File: config.mk
export PLATFORM = sky130hd
export DESIGN_NAME = hlr_regs
export DESIGN_NICKNAME = d
export VERILOG_FILES = /design/src/hlr_regs.v /design/src/hlr_soft_reset.v
export VERILOG_INCLUDE_DIRS = /design/src
export SDC_FILE = /design/constraint.sdc
export NUM_CORES = 1
export LEC_CHECK = 0
export BUFFER_PORTS_ARGS = -buffer_cell sky130_fd_sc_hd__buf_4
export CORE_ASPECT_RATIO = 1.5
export CORE_UTILIZATION = 30
export CTS_BUF_LIST = sky130_fd_sc_hd__clkbuf_2 sky130_fd_sc_hd__clkbuf_4 sky130_fd_sc_hd__clkbuf_8
export CTS_CLUSTER_DIAMETER = 200
export DETAILED_ROUTE_END_ITERATION = 8
export PLACE_DENSITY = 0.62
export REMOVE_ABC_BUFFERS = 1
export SYNTH_ARGS = -nofsm -noshare
export SYNTH_HDL_FRONTEND = slang
export SYNTH_HIERARCHICAL = 1
export SYNTH_SLANG_ARGS = --single-unit
File: constraint.sdc
create_clock -name clk -period 4.4 [get_ports clk]
set_input_delay 0.44 -clock clk [delete_from_list [all_inputs] [get_ports clk]]
set_output_delay 0.44 -clock clk [all_outputs]
set_load 0.05 [all_outputs]
File: src/hlr_defines.vh
// Purpose: Constants for the host link ID and error register bank.
// Assumes: 32-bit register port, byte offsets as printed.
// Notes:   Included by the register bank and the soft reset sequencer.
`ifndef HLR_DEFINES_VH
`define HLR_DEFINES_VH

// Register byte offsets
`define HLR_OFS_UID_UPPER     8'h24
`define HLR_OFS_UID_LOWER     8'h28
`define HLR_OFS_ROM_BASE      8'h34
`define HLR_OFS_FAIL_LOW      8'h38
`define HLR_OFS_FAIL_HIGH     8'h3c
`define HLR_OFS_VENDOR        8'h40
`define HLR_OFS_HC_SET        8'h50
`define HLR_OFS_HC_CLEAR      8'h54

// Reset values
`define HLR_RST_UID           32'h00000000
`define HLR_RST_ROM_BASE      22'h000000
`define HLR_RST_HC            32'h00000000
`define HLR_RST_FAIL          32'h00000000
// Vendor code: no vendor-unique register set
`define HLR_VENDOR_CODE       32'h00000000

// Field positions
`define HLR_ROM_BASE_MSB      31
`define HLR_ROM_BASE_LSB      10
`define HLR_ROM_OFS_BITS      10
`define HLR_FAIL_SRC_MSB      31
`define HLR_FAIL_SRC_LSB      16
`define HLR_FAIL_OFSH_MSB     15
`define HLR_FAIL_OFSH_LSB     0
`define HLR_HC_SOFT_RESET     16
`define HLR_HC_LINK_ACTIVE    17

// Host control writable bits
`define HLR_HC_SET_MASK       32'h404f0000
`define HLR_HC_CLEAR_MASK     32'h40ce0000

// Configuration ROM window on the serial bus
`define HLR_ROM_WIN_LO        48'hfffff0000400
`define HLR_ROM_WIN_HI        48'hfffff00007ff

// Soft reset duration
`define HLR_CLK_PERIOD_NS     5
`define HLR_SRST_TIME_NS      100
`define HLR_SRST_CYCLES       ((`HLR_SRST_TIME_NS + `HLR_CLK_PERIOD_NS - 1) / `HLR_CLK_PERIOD_NS)
`define HLR_SRST_CNT_W        5
// Last count value of the sequence, cycles minus one
`define HLR_SRST_LAST         5'h13

`endif

File: src/hlr_regs.v
// Purpose: Host link ID, ROM mapping, failed write and control registers.
// Assumes: Register port is synchronous, one access per strobe cycle.
// Notes:   Read data is registered and valid the cycle after reg_rd.
`timescale 1ns/10ps
`include "hlr_defines.vh"

module hlr_regs (
  input  wire        clk,
  input  wire        rstn,
  input  wire [7:0]  reg_addr,
  input  wire        reg_wr,
  input  wire        reg_rd,
  input  wire [31:0] reg_wdata,
  output reg  [31:0] reg_rdata,
  output reg         reg_rd_valid,
  input  wire        rom_present,
  input  wire        id_load_valid,
  input  wire [31:0] id_load_upper,
  input  wire [31:0] id_load_lower,
  input  wire        rom_rd_req,
  input  wire [47:0] rom_rd_offset,
  output reg         host_rd_valid,
  output reg  [31:0] host_rd_addr,
  input  wire        pw_fail,
  input  wire [47:0] pw_fail_offset,
  input  wire [15:0] pw_fail_source,
  output wire        link_active_flag,
  output wire        software_reset_flag,
  output wire        fifo_flush,
  output wire [31:0] host_control
);

  // Registers
  reg  [31:0] unique_id_upper;
  reg  [31:0] unique_id_lower;
  reg         lock_upper;
  reg         lock_lower;
  reg  [21:0] rom_image_base_addr;
  reg  [31:0] failed_dest_offset_low;
  reg  [15:0] failed_dest_offset_high;
  reg  [15:0] failed_requester_node;
  reg  [31:0] hc_flags;
  reg  [31:0] next_hc_flags;
  reg  [31:0] next_rdata;

  wire        srst_busy;
  wire        srst_done;
  wire        srst_start;
  wire        wr_upper;
  wire        wr_lower;
  wire        wr_base;
  wire        wr_set;
  wire        wr_clear;
  wire        id_load;

  // True when a serial-bus offset falls in the configuration ROM window
  function in_rom_window;
    input [47:0] ofs;
    begin
      in_rom_window = (ofs >= `HLR_ROM_WIN_LO) && (ofs <= `HLR_ROM_WIN_HI);
    end
  endfunction

  // True when the register port writes the given offset
  function wr_hit;
    input [7:0] addr;
    input [7:0] ofs;
    input       wr;
    begin
      wr_hit = wr && (addr == ofs);
    end
  endfunction

  // Write decode
  assign wr_upper = wr_hit(reg_addr, `HLR_OFS_UID_UPPER, reg_wr);
  assign wr_lower = wr_hit(reg_addr, `HLR_OFS_UID_LOWER, reg_wr);
  assign wr_base  = wr_hit(reg_addr, `HLR_OFS_ROM_BASE, reg_wr);
  assign wr_set   = wr_hit(reg_addr, `HLR_OFS_HC_SET, reg_wr) && !srst_busy;
  assign wr_clear = wr_hit(reg_addr, `HLR_OFS_HC_CLEAR, reg_wr) && !srst_busy;

  // Serial ROM load is accepted once, while neither ID is locked
  assign id_load  = rom_present && id_load_valid && !lock_upper && !lock_lower;

  // Soft reset starts when software sets the flag while idle
  assign srst_start = wr_set && reg_wdata[`HLR_HC_SOFT_RESET];

  hlr_soft_reset u_srst (
    .clk   (clk),
    .rstn  (rstn),
    .start (srst_start),
    .busy  (srst_busy),
    .flush (fifo_flush),
    .done  (srst_done)
  );

  // Upper unique ID: hardware reset only, load then lock
  always @(posedge clk or negedge rstn) begin
    if (!rstn) begin
      unique_id_upper <= `HLR_RST_UID;
      lock_upper      <= 1'b0;
    end else if (id_load) begin
      unique_id_upper <= id_load_upper;
      lock_upper      <= 1'b1;
    end else if (wr_upper && !rom_present && !lock_upper) begin
      unique_id_upper <= reg_wdata;
      lock_upper      <= 1'b1;
    end
  end

  // Lower unique ID: same load and lock as the upper half
  always @(posedge clk or negedge rstn) begin
    if (!rstn) begin
      unique_id_lower <= `HLR_RST_UID;
      lock_lower      <= 1'b0;
    end else if (id_load) begin
      unique_id_lower <= id_load_lower;
      lock_lower      <= 1'b1;
    end else if (wr_lower && !rom_present && !lock_lower) begin
      unique_id_lower <= reg_wdata;
      lock_lower      <= 1'b1;
    end
  end

  // ROM image base, low ten bits not stored
  always @(posedge clk or negedge rstn) begin
    if (!rstn) begin
      rom_image_base_addr <= `HLR_RST_ROM_BASE;
    end else if (srst_busy) begin
      rom_image_base_addr <= `HLR_RST_ROM_BASE;
    end else if (wr_base) begin
      rom_image_base_addr <= reg_wdata[`HLR_ROM_BASE_MSB:`HLR_ROM_BASE_LSB];
    end
  end

  // ROM window reads map to host memory; dropped while link is off
  always @(posedge clk or negedge rstn) begin
    if (!rstn) begin
      host_rd_valid <= 1'b0;
      host_rd_addr  <= 32'h00000000;
    end else begin
      host_rd_valid <= 1'b0;
      if (rom_rd_req && link_active_flag && in_rom_window(rom_rd_offset)) begin
        host_rd_valid <= 1'b1;
        host_rd_addr  <= {rom_image_base_addr, {`HLR_ROM_OFS_BITS{1'b0}}}
                         + {22'h000000, rom_rd_offset[`HLR_ROM_OFS_BITS-1:0]};
      end
    end
  end

  // Failed posted write capture, latest failure wins
  always @(posedge clk or negedge rstn) begin
    if (!rstn) begin
      failed_dest_offset_low  <= `HLR_RST_FAIL;
      failed_dest_offset_high <= 16'h0000;
      failed_requester_node   <= 16'h0000;
    end else if (pw_fail) begin
      failed_dest_offset_low  <= pw_fail_offset[31:0];
      failed_dest_offset_high <= pw_fail_offset[47:32];
      failed_requester_node   <= pw_fail_source;
    end
  end

  // Host control next value: set and clear pair, soft reset restore
  always @* begin
    next_hc_flags = hc_flags;
    if (srst_busy) begin
      next_hc_flags = `HLR_RST_HC;
      next_hc_flags[`HLR_HC_SOFT_RESET] = 1'b1;
    end else begin
      // Flag drops once the sequencer reports done; a new set still wins
      if (srst_done) begin
        next_hc_flags[`HLR_HC_SOFT_RESET] = 1'b0;
      end
      if (wr_set) begin
        next_hc_flags = next_hc_flags | (reg_wdata & `HLR_HC_SET_MASK);
      end
      if (wr_clear) begin
        next_hc_flags = next_hc_flags & ~(reg_wdata & `HLR_HC_CLEAR_MASK);
      end
    end
  end

  // Host control flags
  always @(posedge clk or negedge rstn) begin
    if (!rstn) begin
      hc_flags <= `HLR_RST_HC;
    end else begin
      hc_flags <= next_hc_flags;
    end
  end

  assign host_control        = hc_flags;
  assign link_active_flag    = hc_flags[`HLR_HC_LINK_ACTIVE] && !srst_busy;
  assign software_reset_flag = hc_flags[`HLR_HC_SOFT_RESET];

  // Read decode, unmapped offsets return zero
  always @* begin
    next_rdata = 32'h00000000;
    if (reg_addr == `HLR_OFS_UID_UPPER) begin
      next_rdata = unique_id_upper;
    end else if (reg_addr == `HLR_OFS_UID_LOWER) begin
      next_rdata = unique_id_lower;
    end else if (reg_addr == `HLR_OFS_ROM_BASE) begin
      next_rdata = {rom_image_base_addr, {`HLR_ROM_OFS_BITS{1'b0}}};
    end else if (reg_addr == `HLR_OFS_FAIL_LOW) begin
      next_rdata = failed_dest_offset_low;
    end else if (reg_addr == `HLR_OFS_FAIL_HIGH) begin
      next_rdata = {failed_requester_node, failed_dest_offset_high};
    end else if (reg_addr == `HLR_OFS_VENDOR) begin
      next_rdata = `HLR_VENDOR_CODE;
    end else if (reg_addr == `HLR_OFS_HC_SET || reg_addr == `HLR_OFS_HC_CLEAR) begin
      next_rdata = hc_flags;
    end
  end

  // Registered read data
  always @(posedge clk or negedge rstn) begin
    if (!rstn) begin
      reg_rdata    <= 32'h00000000;
      reg_rd_valid <= 1'b0;
    end else begin
      reg_rd_valid <= reg_rd;
      if (reg_rd) begin
        reg_rdata <= next_rdata;
      end
    end
  end

endmodule

File: src/hlr_soft_reset.v
// Purpose: Soft reset sequencer, holds busy for a fixed number of cycles.
// Assumes: start is a one-cycle pulse; restarts are ignored while busy.
// Notes:   flush pulses once at the start of the sequence.
`timescale 1ns/10ps
`include "hlr_defines.vh"

module hlr_soft_reset (
  input  wire clk,
  input  wire rstn,
  input  wire start,
  output reg  busy,
  output reg  flush,
  output reg  done
);

  localparam [`HLR_SRST_CNT_W-1:0] LAST = `HLR_SRST_LAST;

  reg [`HLR_SRST_CNT_W-1:0] count;

  // Sequence counter and strobes
  always @(posedge clk or negedge rstn) begin
    if (!rstn) begin
      busy  <= 1'b0;
      flush <= 1'b0;
      done  <= 1'b0;
      count <= {`HLR_SRST_CNT_W{1'b0}};
    end else begin
      flush <= 1'b0;
      done  <= 1'b0;
      if (!busy) begin
        if (start) begin
          busy  <= 1'b1;
          flush <= 1'b1;
          count <= {`HLR_SRST_CNT_W{1'b0}};
        end
      end else if (count == LAST) begin
        busy <= 1'b0;
        done <= 1'b1;
      end else begin
        count <= count + 1'b1;
      end
    end
  end

endmodule

Word level (Yosys, flattened, before mapping):

Index checks and enable logic that the tools add are counted.
Widths: inputs -> output; s select.

* add/sub/neg operators: 2
* $lt $le $gt $ge: 2
* eq/ne operators: 10
* muxes and demuxes: 33
* bitwise gates (word level): 3
* reduce and logical (&&, ||, !) cells: 29

Operators with widths (count)
* $mux 32: 15
* $ge 48x48->1 const B: 1
* $le 48x48->1 const B: 1
* $mux 22: 2
* $eq 8x6->1 const B: 5
* $add 32x10->32: 1
* $and 32x32->32: 1
* $not 31->32: 1
* $or 32x31->32: 1
* $eq 8x7->1 const B: 3
* $logic_and 1x1->1: 19
* $mux 5: 3
* $mux 1: 13
* $reduce_bool 2->1: 4
* $add 5x1->5 const B: 1
* $eq 5x5->1 const B: 1
* $logic_not 1->1: 4
* $ne 2x2->1 const B: 1
* $reduce_and 2->1: 1
* $logic_or 1x1->1: 1

* register bits after elaboration: 258
* input bits: 224
* logic and storage cells: 96

Depth between registers and ports, before layout:

Gate-level depths: netlist of run 1.

* depth after elaboration: 9
* mapped depth: 8

Hierarchy:

The synthesis of run 1 kept the hierarchy.

Modules (own cells, without submodules)
* hlr_regs: times used 1, cells an instance 1069, area an instance 10866.7 um2, seq. area each 5630.4 um2
* hlr_soft_reset: times used 1, cells an instance 34, area an instance 386.6 um2, seq. area each 200.2 um2

Worst setup path after synthesis of run 1:

Ideal clock, no wire load.

* path kind: flip-flop to flip-flop
* start point: register hc_flags[17], in the netlist host_control[17]
* end point: register host_rd_addr[19]
* arrival time: 2186 ps
* slack: 2086 ps
* cell stages (with the launch flop): 6
* buffers on the path: 1
* cell sequence: dfrtp_1 > or4b_1 > nor4_1 > nand3_1 > buf_1 > mux2_1

* longest elaborated chain between the ends: 3

Ends and longest elaborated chain
* start, declared: RTL line hlr_regs.v:42 `reg [31:0] hc_flags;`
* start signal, assigned: RTL line hlr_regs.v:186 `` hc_flags <= `HLR_RST_HC; ``
* start signal, assigned: RTL line hlr_regs.v:188 `hc_flags <= next_hc_flags;`
* $logic_and 1x1->1: RTL line hlr_regs.v:193 `` assign link_active_flag = hc_flags[`HLR_HC_LINK_ACTIVE] && !srst_busy; ``
* $logic_and 1x1->1 (2 in series): RTL line hlr_regs.v:142 `if (rom_rd_req && link_active_flag && in_rom_window(rom_rd_offset)) begin`
* end signal, assigned: RTL line hlr_regs.v:144 `` host_rd_addr <= {rom_image_base_addr, {`HLR_ROM_OFS_BITS{1'b0}}} ``
* end, declared: RTL line hlr_regs.v:23 `output reg [31:0] host_rd_addr,`

No other way between the ends.
A chain may end at the register's enable or synchronous reset.

Worst setup path after layout of run 1:

* start point: register hc_flags[17], in the netlist host_control[17]
* end point: register host_rd_addr[20]

Same word-level chain as after synthesis.

==> flow_metrics.env, run 1 <==
export IMPL_status="finished clean"
export IMPL_cp_end_kind="flop"
export IMPL_cp_depth=5
export IMPL_cts_buffers_inserted=41
export IMPL_hold_buffers=1
export IMPL_crit_family="simple AND/OR/NAND/NOR gates"
export IMPL_cp_arrival_ns=3.27
export IMPL_clk_pin_slew_ns=0.06
export IMPL_cts_resized=0
export IMPL_reg2reg_to="host_rd_addr[20]"
export IMPL_grt_usage_pct=20.23
export IMPL_dieArea_mm2=0.03831
export IMPL_clk_insertion_delay_late_ns=0.55
export IMPL_hold_viol=0
export IMPL_instances_no_fill=1891
export IMPL_drt_wl_total_mm=38.90
export IMPL_tns_ns=0
export IMPL_p_leak_uw=0.006742
export IMPL_fin_crit_sh_pct=64.73
export IMPL_grt_pass1_vias=10160
export IMPL_syn_to_final_growth_pct=30.97
export IMPL_final_nets=1604
export IMPL_yosys_area_top_type="dfrtp_1"
export IMPL_rrSetupSlack_ns=1.55
export IMPL_swShare_pct=28.81
export IMPL_drc=0
export IMPL_vias=9808
export IMPL_fp_dieW_um=160.1
export IMPL_avgSynthCellArea_um2=10.20
export IMPL_ioPinCount=325
export IMPL_synthDistinctLibCells=54
export IMPL_drtAntennaViolNets=0
export IMPL_final_layout_size_suffix_gt1_share_pct=35.75
export IMPL_ys_warnings_count=6
export IMPL_cts_setup_buffers=0
export IMPL_grt_start_max_net_pins=116
export IMPL_drtIter0Drc=530
export IMPL_fmax_ghz=0.3511
export IMPL_slowest_delay_ns=0.57
export IMPL_dp_hpwl_mm=26.59
export IMPL_drv_slew=0
export IMPL_switchingPower_uw=1721
export IMPL_cts_tree="built"
export IMPL_crit_start="host_control[17]"
export IMPL_firstDrtPassIters=5
export IMPL_synth_top_area_share_pct=51.81
export IMPL_synthCells=1103
export IMPL_power_density_mw_per_mm2=405.4
export IMPL_crit_path_start_kind="flop"
export IMPL_ys_seq_elements=233
export IMPL_overflow=0
export IMPL_post_route_util_pct=40.05
export IMPL_grtUsageMet3_pct=3.844
export IMPL_crit_chain="or4b_1 -> nor4_1 -> nand3_2 -> buf_4 -> mux2_1"
export IMPL_period_minus_slack_ns=2.848
export IMPL_wire_per_inst_um=20.57
export IMPL_initial_core_util_pct=30.58
export IMPL_h_tree_depth=2
export IMPL_rr_startpoint="host_control[17]"
export IMPL_grtUsageMet2_pct=35.74
export IMPL_rsz0062_at_grt="no"
export IMPL_grt_busiest_layer="met2"
export IMPL_slowest_stage="nand3_2"
export IMPL_endpoint="host_rd_addr[20]"
export IMPL_crit_required_ns=4.82
export IMPL_max_slew_margin_pct=30.94
export IMPL_whs_ns=0.1197
export IMPL_yosys_top_cells_area="dfrtp_1 (52%), mux2_2 (9.4%), nand2_1 (4.5%)"
export IMPL_whs_path_depth=2
export IMPL_rows=86
export IMPL_pwr_share_comb_pct=17.3
export IMPL_crit_type="reg -> reg"
export IMPL_min_path_type="in -> reg"
export IMPL_clock_path_buffers=3
export IMPL_setup_violations=0
export IMPL_skew_ns=0.02121
export IMPL_antenna_found_initial=3
export IMPL_intPower_uw=4254
export IMPL_seqPwrFrac_pct=47.0
export IMPL_grt_pass1_wl_mm=58.90
export IMPL_cts_sinks=233
export IMPL_synth_area_mm2=0.01125
export IMPL_async_flop_share_pct=100.0
export IMPL_worst_pin_slew_ns=1.033
export IMPL_crit_path_max_fanout=17
export IMPL_io_buffers=299
export IMPL_synth_edf_count=0
export IMPL_maxCapViolCount=0
export IMPL_peakVddDrop_v=0.0001732
export IMPL_ys_seq_area_share_pct=51.81
export IMPL_synth_flop_cell="dfrtp_1"
export IMPL_dp_cells=1819
export IMPL_clkPwrFrac_pct=35.7
export IMPL_coreArea_mm2=0.03680
export IMPL_vias_per_cell=5.187
export IMPL_finalWeightedCongestion=0.8004
export IMPL_grtUsageMet1_pct=22.90
export IMPL_rr_worst_depth=5
export IMPL_die_y_um=239.2
export IMPL_cts_root_buffer="clkbuf_8"
export IMPL_cp_num_buf_inv=1
## cell usage after synthesis, drive strengths merged (2+ instances only)
cell type and instances:
nor4 5, a31oi 55, or4b 3, or3b 3
nor2b 27, o22ai 20, dfrtp 233, nand3 11
and3 2, or3 3, o221ai 7, xnor2 3
a221o 15, nand4bb 2, nor3b 28, mux2 96
o21ai 60, a22oi 13, nand2b 25, nand4 6
mux2i 10, a21oi 51, nor3 26, o211ai 4
clkbuf 65, nand2 134, a22o 22, nor4b 4
or4 3, a21o 3, nor2 62, a211oi 22
and2 3, inv 23, buf 45
## worst reg2reg max path, cell delays in order (launching register included)
cell and delay (ns):
dfrtp_1 0.47, or4b_1 0.46, nor4_1 0.40, nand3_2 0.57, buf_4 0.46, mux2_1 0.35
## per-stage QoR
stage          setup slack [ns]  instance area (µm²)  power, µW
2_1_floorplan            0.3824                10790       3365
3_3_place_gp              1.274                13870       3832
3_5_place_dp              1.207                13870       3873
4_1_cts                   1.518                14730       6040
5_1_grt                   1.448                14740       6282
6_report                  1.552                14740       5975
## cells in the final DEF (no fill, tap or decap), types with 26 or more instances in the layout
cell type,Yosys,layout
buf_4,26,316
dfrtp_1,233,233
nand2_1,134,134
mux2_2,94,94
nor2_1,62,62
o21ai_0,60,60
a31oi_1,55,55
a21oi_1,51,51
clkbuf_8,0,46
nor3b_1,28,27
nor2b_1,27,26
## registers in the layout, summed over array words and instances, names as in the netlist
register                 flops
failed_dest_offset_low      32
host_rd_addr                32
reg_rdata                   32
unique_id_lower             32
unique_id_upper             32
rom_image_base_addr         22
failed_dest_offset_high     16
failed_requester_node       16
host_control                 7
u_srst/count                 5
host_rd_valid                1
lock_lower                   1
lock_upper                   1
reg_rd_valid                 1
u_srst/busy                  1
u_srst/done                  1
u_srst/flush                 1
## layer usage
layer / routed length (µm) / up-vias
li1: - / 4475
met1: 14800 / 4827
met2: 19920 / 404
met3: 2321 / 102
met4: 1870 / 0
met5: 0 / -
## logic make-up after synthesis
family,synth area share [%]
muxes,10.50
DFF,51.81
and+or+nand+nor,15.59
AOI/OAI and AO/OA,16.03
buffers and inverters,5.693
other,0.03332
xor gates and xnor gates,0.2335
adders and majority gates,0.1112
## final cells by class
| type | count | area [µm²] |
|---|---|---|
| fillers | 3672 | 22060 |
| flip-flops and latches | 233 | 5831 |
| multi-input cells | 761 | 4942 |
| repair buffers | 319 | 2417 |
| clock buffers | 58 | 723.2 |
| well taps | 484 | 605.6 |
| clock inverters | 10 | 125.1 |
| inverters | 23 | 86.33 |
| diodes | 3 | 7.507 |
## power groups by stage
stage | registers [µW] | logic, µW | clock network (µW)
final | 2810 | 1030 | 2140
after floorplan | 2800 | 561 | 0
after CTS | 2800 | 1040 | 2200
after global placement | 2820 | 1010 | 0
after detailed placement | 2830 | 1040 | 0
after global routing | 2850 | 1150 | 2290
## worst min path at each step
stage,start,to
6_report,pw_fail_source[0],failed_requester_node[0]
3_5_place_dp,failed_dest_offset_low[31],failed_dest_offset_low[31]
2_1_floorplan,rstn,failed_dest_offset_high[0]
3_3_place_gp,unique_id_lower[30],unique_id_lower[30]
5_1_grt,pw_fail_offset[43],failed_dest_offset_high[11]
4_1_cts,pw_fail_offset[6],failed_dest_offset_low[6]
Note: power is estimated with default switching activity, not from simulation.
==> run 2: changes to the inputs <==
==> constraint.sdc (replaced) <==
create_clock -name clk -period 2.9 [get_ports clk]
set_input_delay 0.29 -clock clk [delete_from_list [all_inputs] [get_ports clk]]
set_output_delay 0.29 -clock clk [all_outputs]
set_load 0.05 [all_outputs]
==> flow_metrics.env, run 2 (synthesized netlist as in run 1, its figures left out) <==
export IMPL_post_route_util_pct=45.14
export IMPL_coreArea_mm2=0.03680
export IMPL_finalWeightedCongestion=0.8321
export IMPL_drc=0
export IMPL_drt_wl_total_mm=41.44
export IMPL_crit_start="lock_lower"
export IMPL_postPlaceCellArea_mm2=0.01404
export IMPL_grt_usage_pct=21.37
export IMPL_vias_per_cell=5.138
export IMPL_initial_core_util_pct=30.58
export IMPL_cp_end_kind="flop"
export IMPL_dp_hpwl_mm=27.04
export IMPL_skew_ns=0.02251
export IMPL_crit_required_ns=3.33
export IMPL_fin_area_mm2=0.01661
export IMPL_die_y_um=239.2
export IMPL_cts_root_buffer="clkbuf_8"
export IMPL_cts_sinks=233
export IMPL_dieArea_mm2=0.03831
export IMPL_tns_ns=0
export IMPL_final_nets=1783
export IMPL_fin_crit_sh_pct=86.11
export IMPL_io_buffers=299
export IMPL_ioPinCount=325
export IMPL_worst_pin_slew_ns=1.085
export IMPL_instances_no_fill=2077
export IMPL_antenna_found_initial=3
export IMPL_rows=86
export IMPL_grt_pass1_wl_mm=62.27
export IMPL_wire_per_inst_um=19.95
export IMPL_crit_path_start_kind="flop"
export IMPL_syn_to_final_growth_pct=47.63
export IMPL_clk_pin_slew_ns=0.06
export IMPL_hold_viol=0
export IMPL_fp_dieW_um=160.1
export IMPL_cts_buffers_inserted=40
export IMPL_crit_path_max_fanout=22
export IMPL_crit_type="reg -> reg"
export IMPL_h_tree_depth=2
export IMPL_min_path_type="in -> reg"
export IMPL_endpoint="unique_id_lower[2]"
export IMPL_power_density_mw_per_mm2=574.9
export IMPL_maxCapViolCount=0
export IMPL_p_leak_uw=0.007537
export IMPL_fmax_ghz=0.4004
export IMPL_period_minus_slack_ns=2.497
export IMPL_peakVddDrop_v=0.0003712
export IMPL_layout_commonest_cell="buf_4"
export IMPL_firstDrtPassIters=5
export IMPL_dp_cells=1835
export IMPL_rr_startpoint="lock_lower"
export IMPL_clk_insertion_delay_late_ns=0.57
export IMPL_final_layout_size_suffix_gt1_share_pct=32.87
export IMPL_clock_path_buffers=3
export IMPL_preCtsSetupSlack_ns=0.3360
export IMPL_cp_arrival_ns=2.93
export IMPL_rr_worst_depth=6
export IMPL_overflow=0
export IMPL_cts_tree="built"
export IMPL_setup_violations=0
export IMPL_vias=10670
export IMPL_drtAntennaViolNets=0
export IMPL_status="finished clean"
export IMPL_drtIter0Drc=596
export IMPL_reg2reg_to="unique_id_lower[2]"
export IMPL_drv_slew=0
export IMPL_rsz0062_at_grt="no"
export IMPL_timing_final_ws_setup_ns=0.4027
export IMPL_grt_pass1_vias=11090
export IMPL_final_cell_mix="buf_4 (328), dfrtp_1 (233), dlygate4sd3_1 (165), nand2_1 (134), mux2_2 (94)"
export IMPL_cts_setup_buffers=0
export IMPL_grt_start_max_net_pins=95
export IMPL_max_slew_margin_pct=27.41
export IMPL_rrSetupSlack_ns=0.40
[run 2: changes by cell type in the layout (fill, tap and decap cells not counted), sizes merged]
cell and delta:
dlygate4sd3 +164, diode +2, buf +16, clkinvlp +2
clkinv +1, clkbuf +1
[run 2: worst max-delay path, cell delays in order (launching register included)]
cell           delay (ns)
dfrtp_1              0.42
nor4b_1              0.46
nand3_2              0.42
buf_12               0.32
nand2_1              0.08
a31oi_1              0.08
dlygate4sd3_1        0.58
[run 2: metal layers]
layer  track usage [%]  wire [µm]
met1             23.68      15410
met2             37.80      20990
met3             3.429       2418
met4             14.03       2622
met5                 0          0
[run 2: per-stage QoR]
stage | hold WS, ns | power (µW)
2_1_floorplan | -0.005591 | 5106
3_3_place_gp | 0.3846 | 5830
3_5_place_dp | 0.3931 | 5886
4_1_cts | 0.00007022 | 9622
5_1_grt | 0.01156 | 10010
6_report | 0.03161 | 9551
[run 2: final cells by class]
class	count	area (µm²)
timing repair buffer	499	4229
multi-input combinational	761	4942
antenna	5	12.51
fill	3435	20190
inverter	23	86.33
tap	484	605.6
clock inverter	13	145.1
sequential	233	5831
clock buffer	59	762.0
[run 2: worst min path at each step]
stage / start / endpoint / slack [ns] / cells after the start
after detailed placement: rstn / host_rd_addr[31] / 0.39 / 1
after CTS: id_load_lower[13] / unique_id_lower[13] / 0.00007 / 3
final: id_load_lower[7] / unique_id_lower[7] / 0.03 / 3
after global placement: rstn / host_rd_addr[31] / 0.38 / 1
after global routing: id_load_lower[16] / unique_id_lower[16] / 0.01 / 3
after floorplan: rstn / failed_dest_offset_high[0] / -0.006 / 0
[run 2: timing repair]
item	CTS	global route
endpoints found under the hold margin	249	0
resized for setup	0	0
setup endpoints to repair	0	0
hold buffers	165	0
[run 2: power breakdown]
group	internal, µW	total [µW]	switching, µW
clock	1960	3380	1430
combinational	1010	1930	921
sequential	3860	4240	386
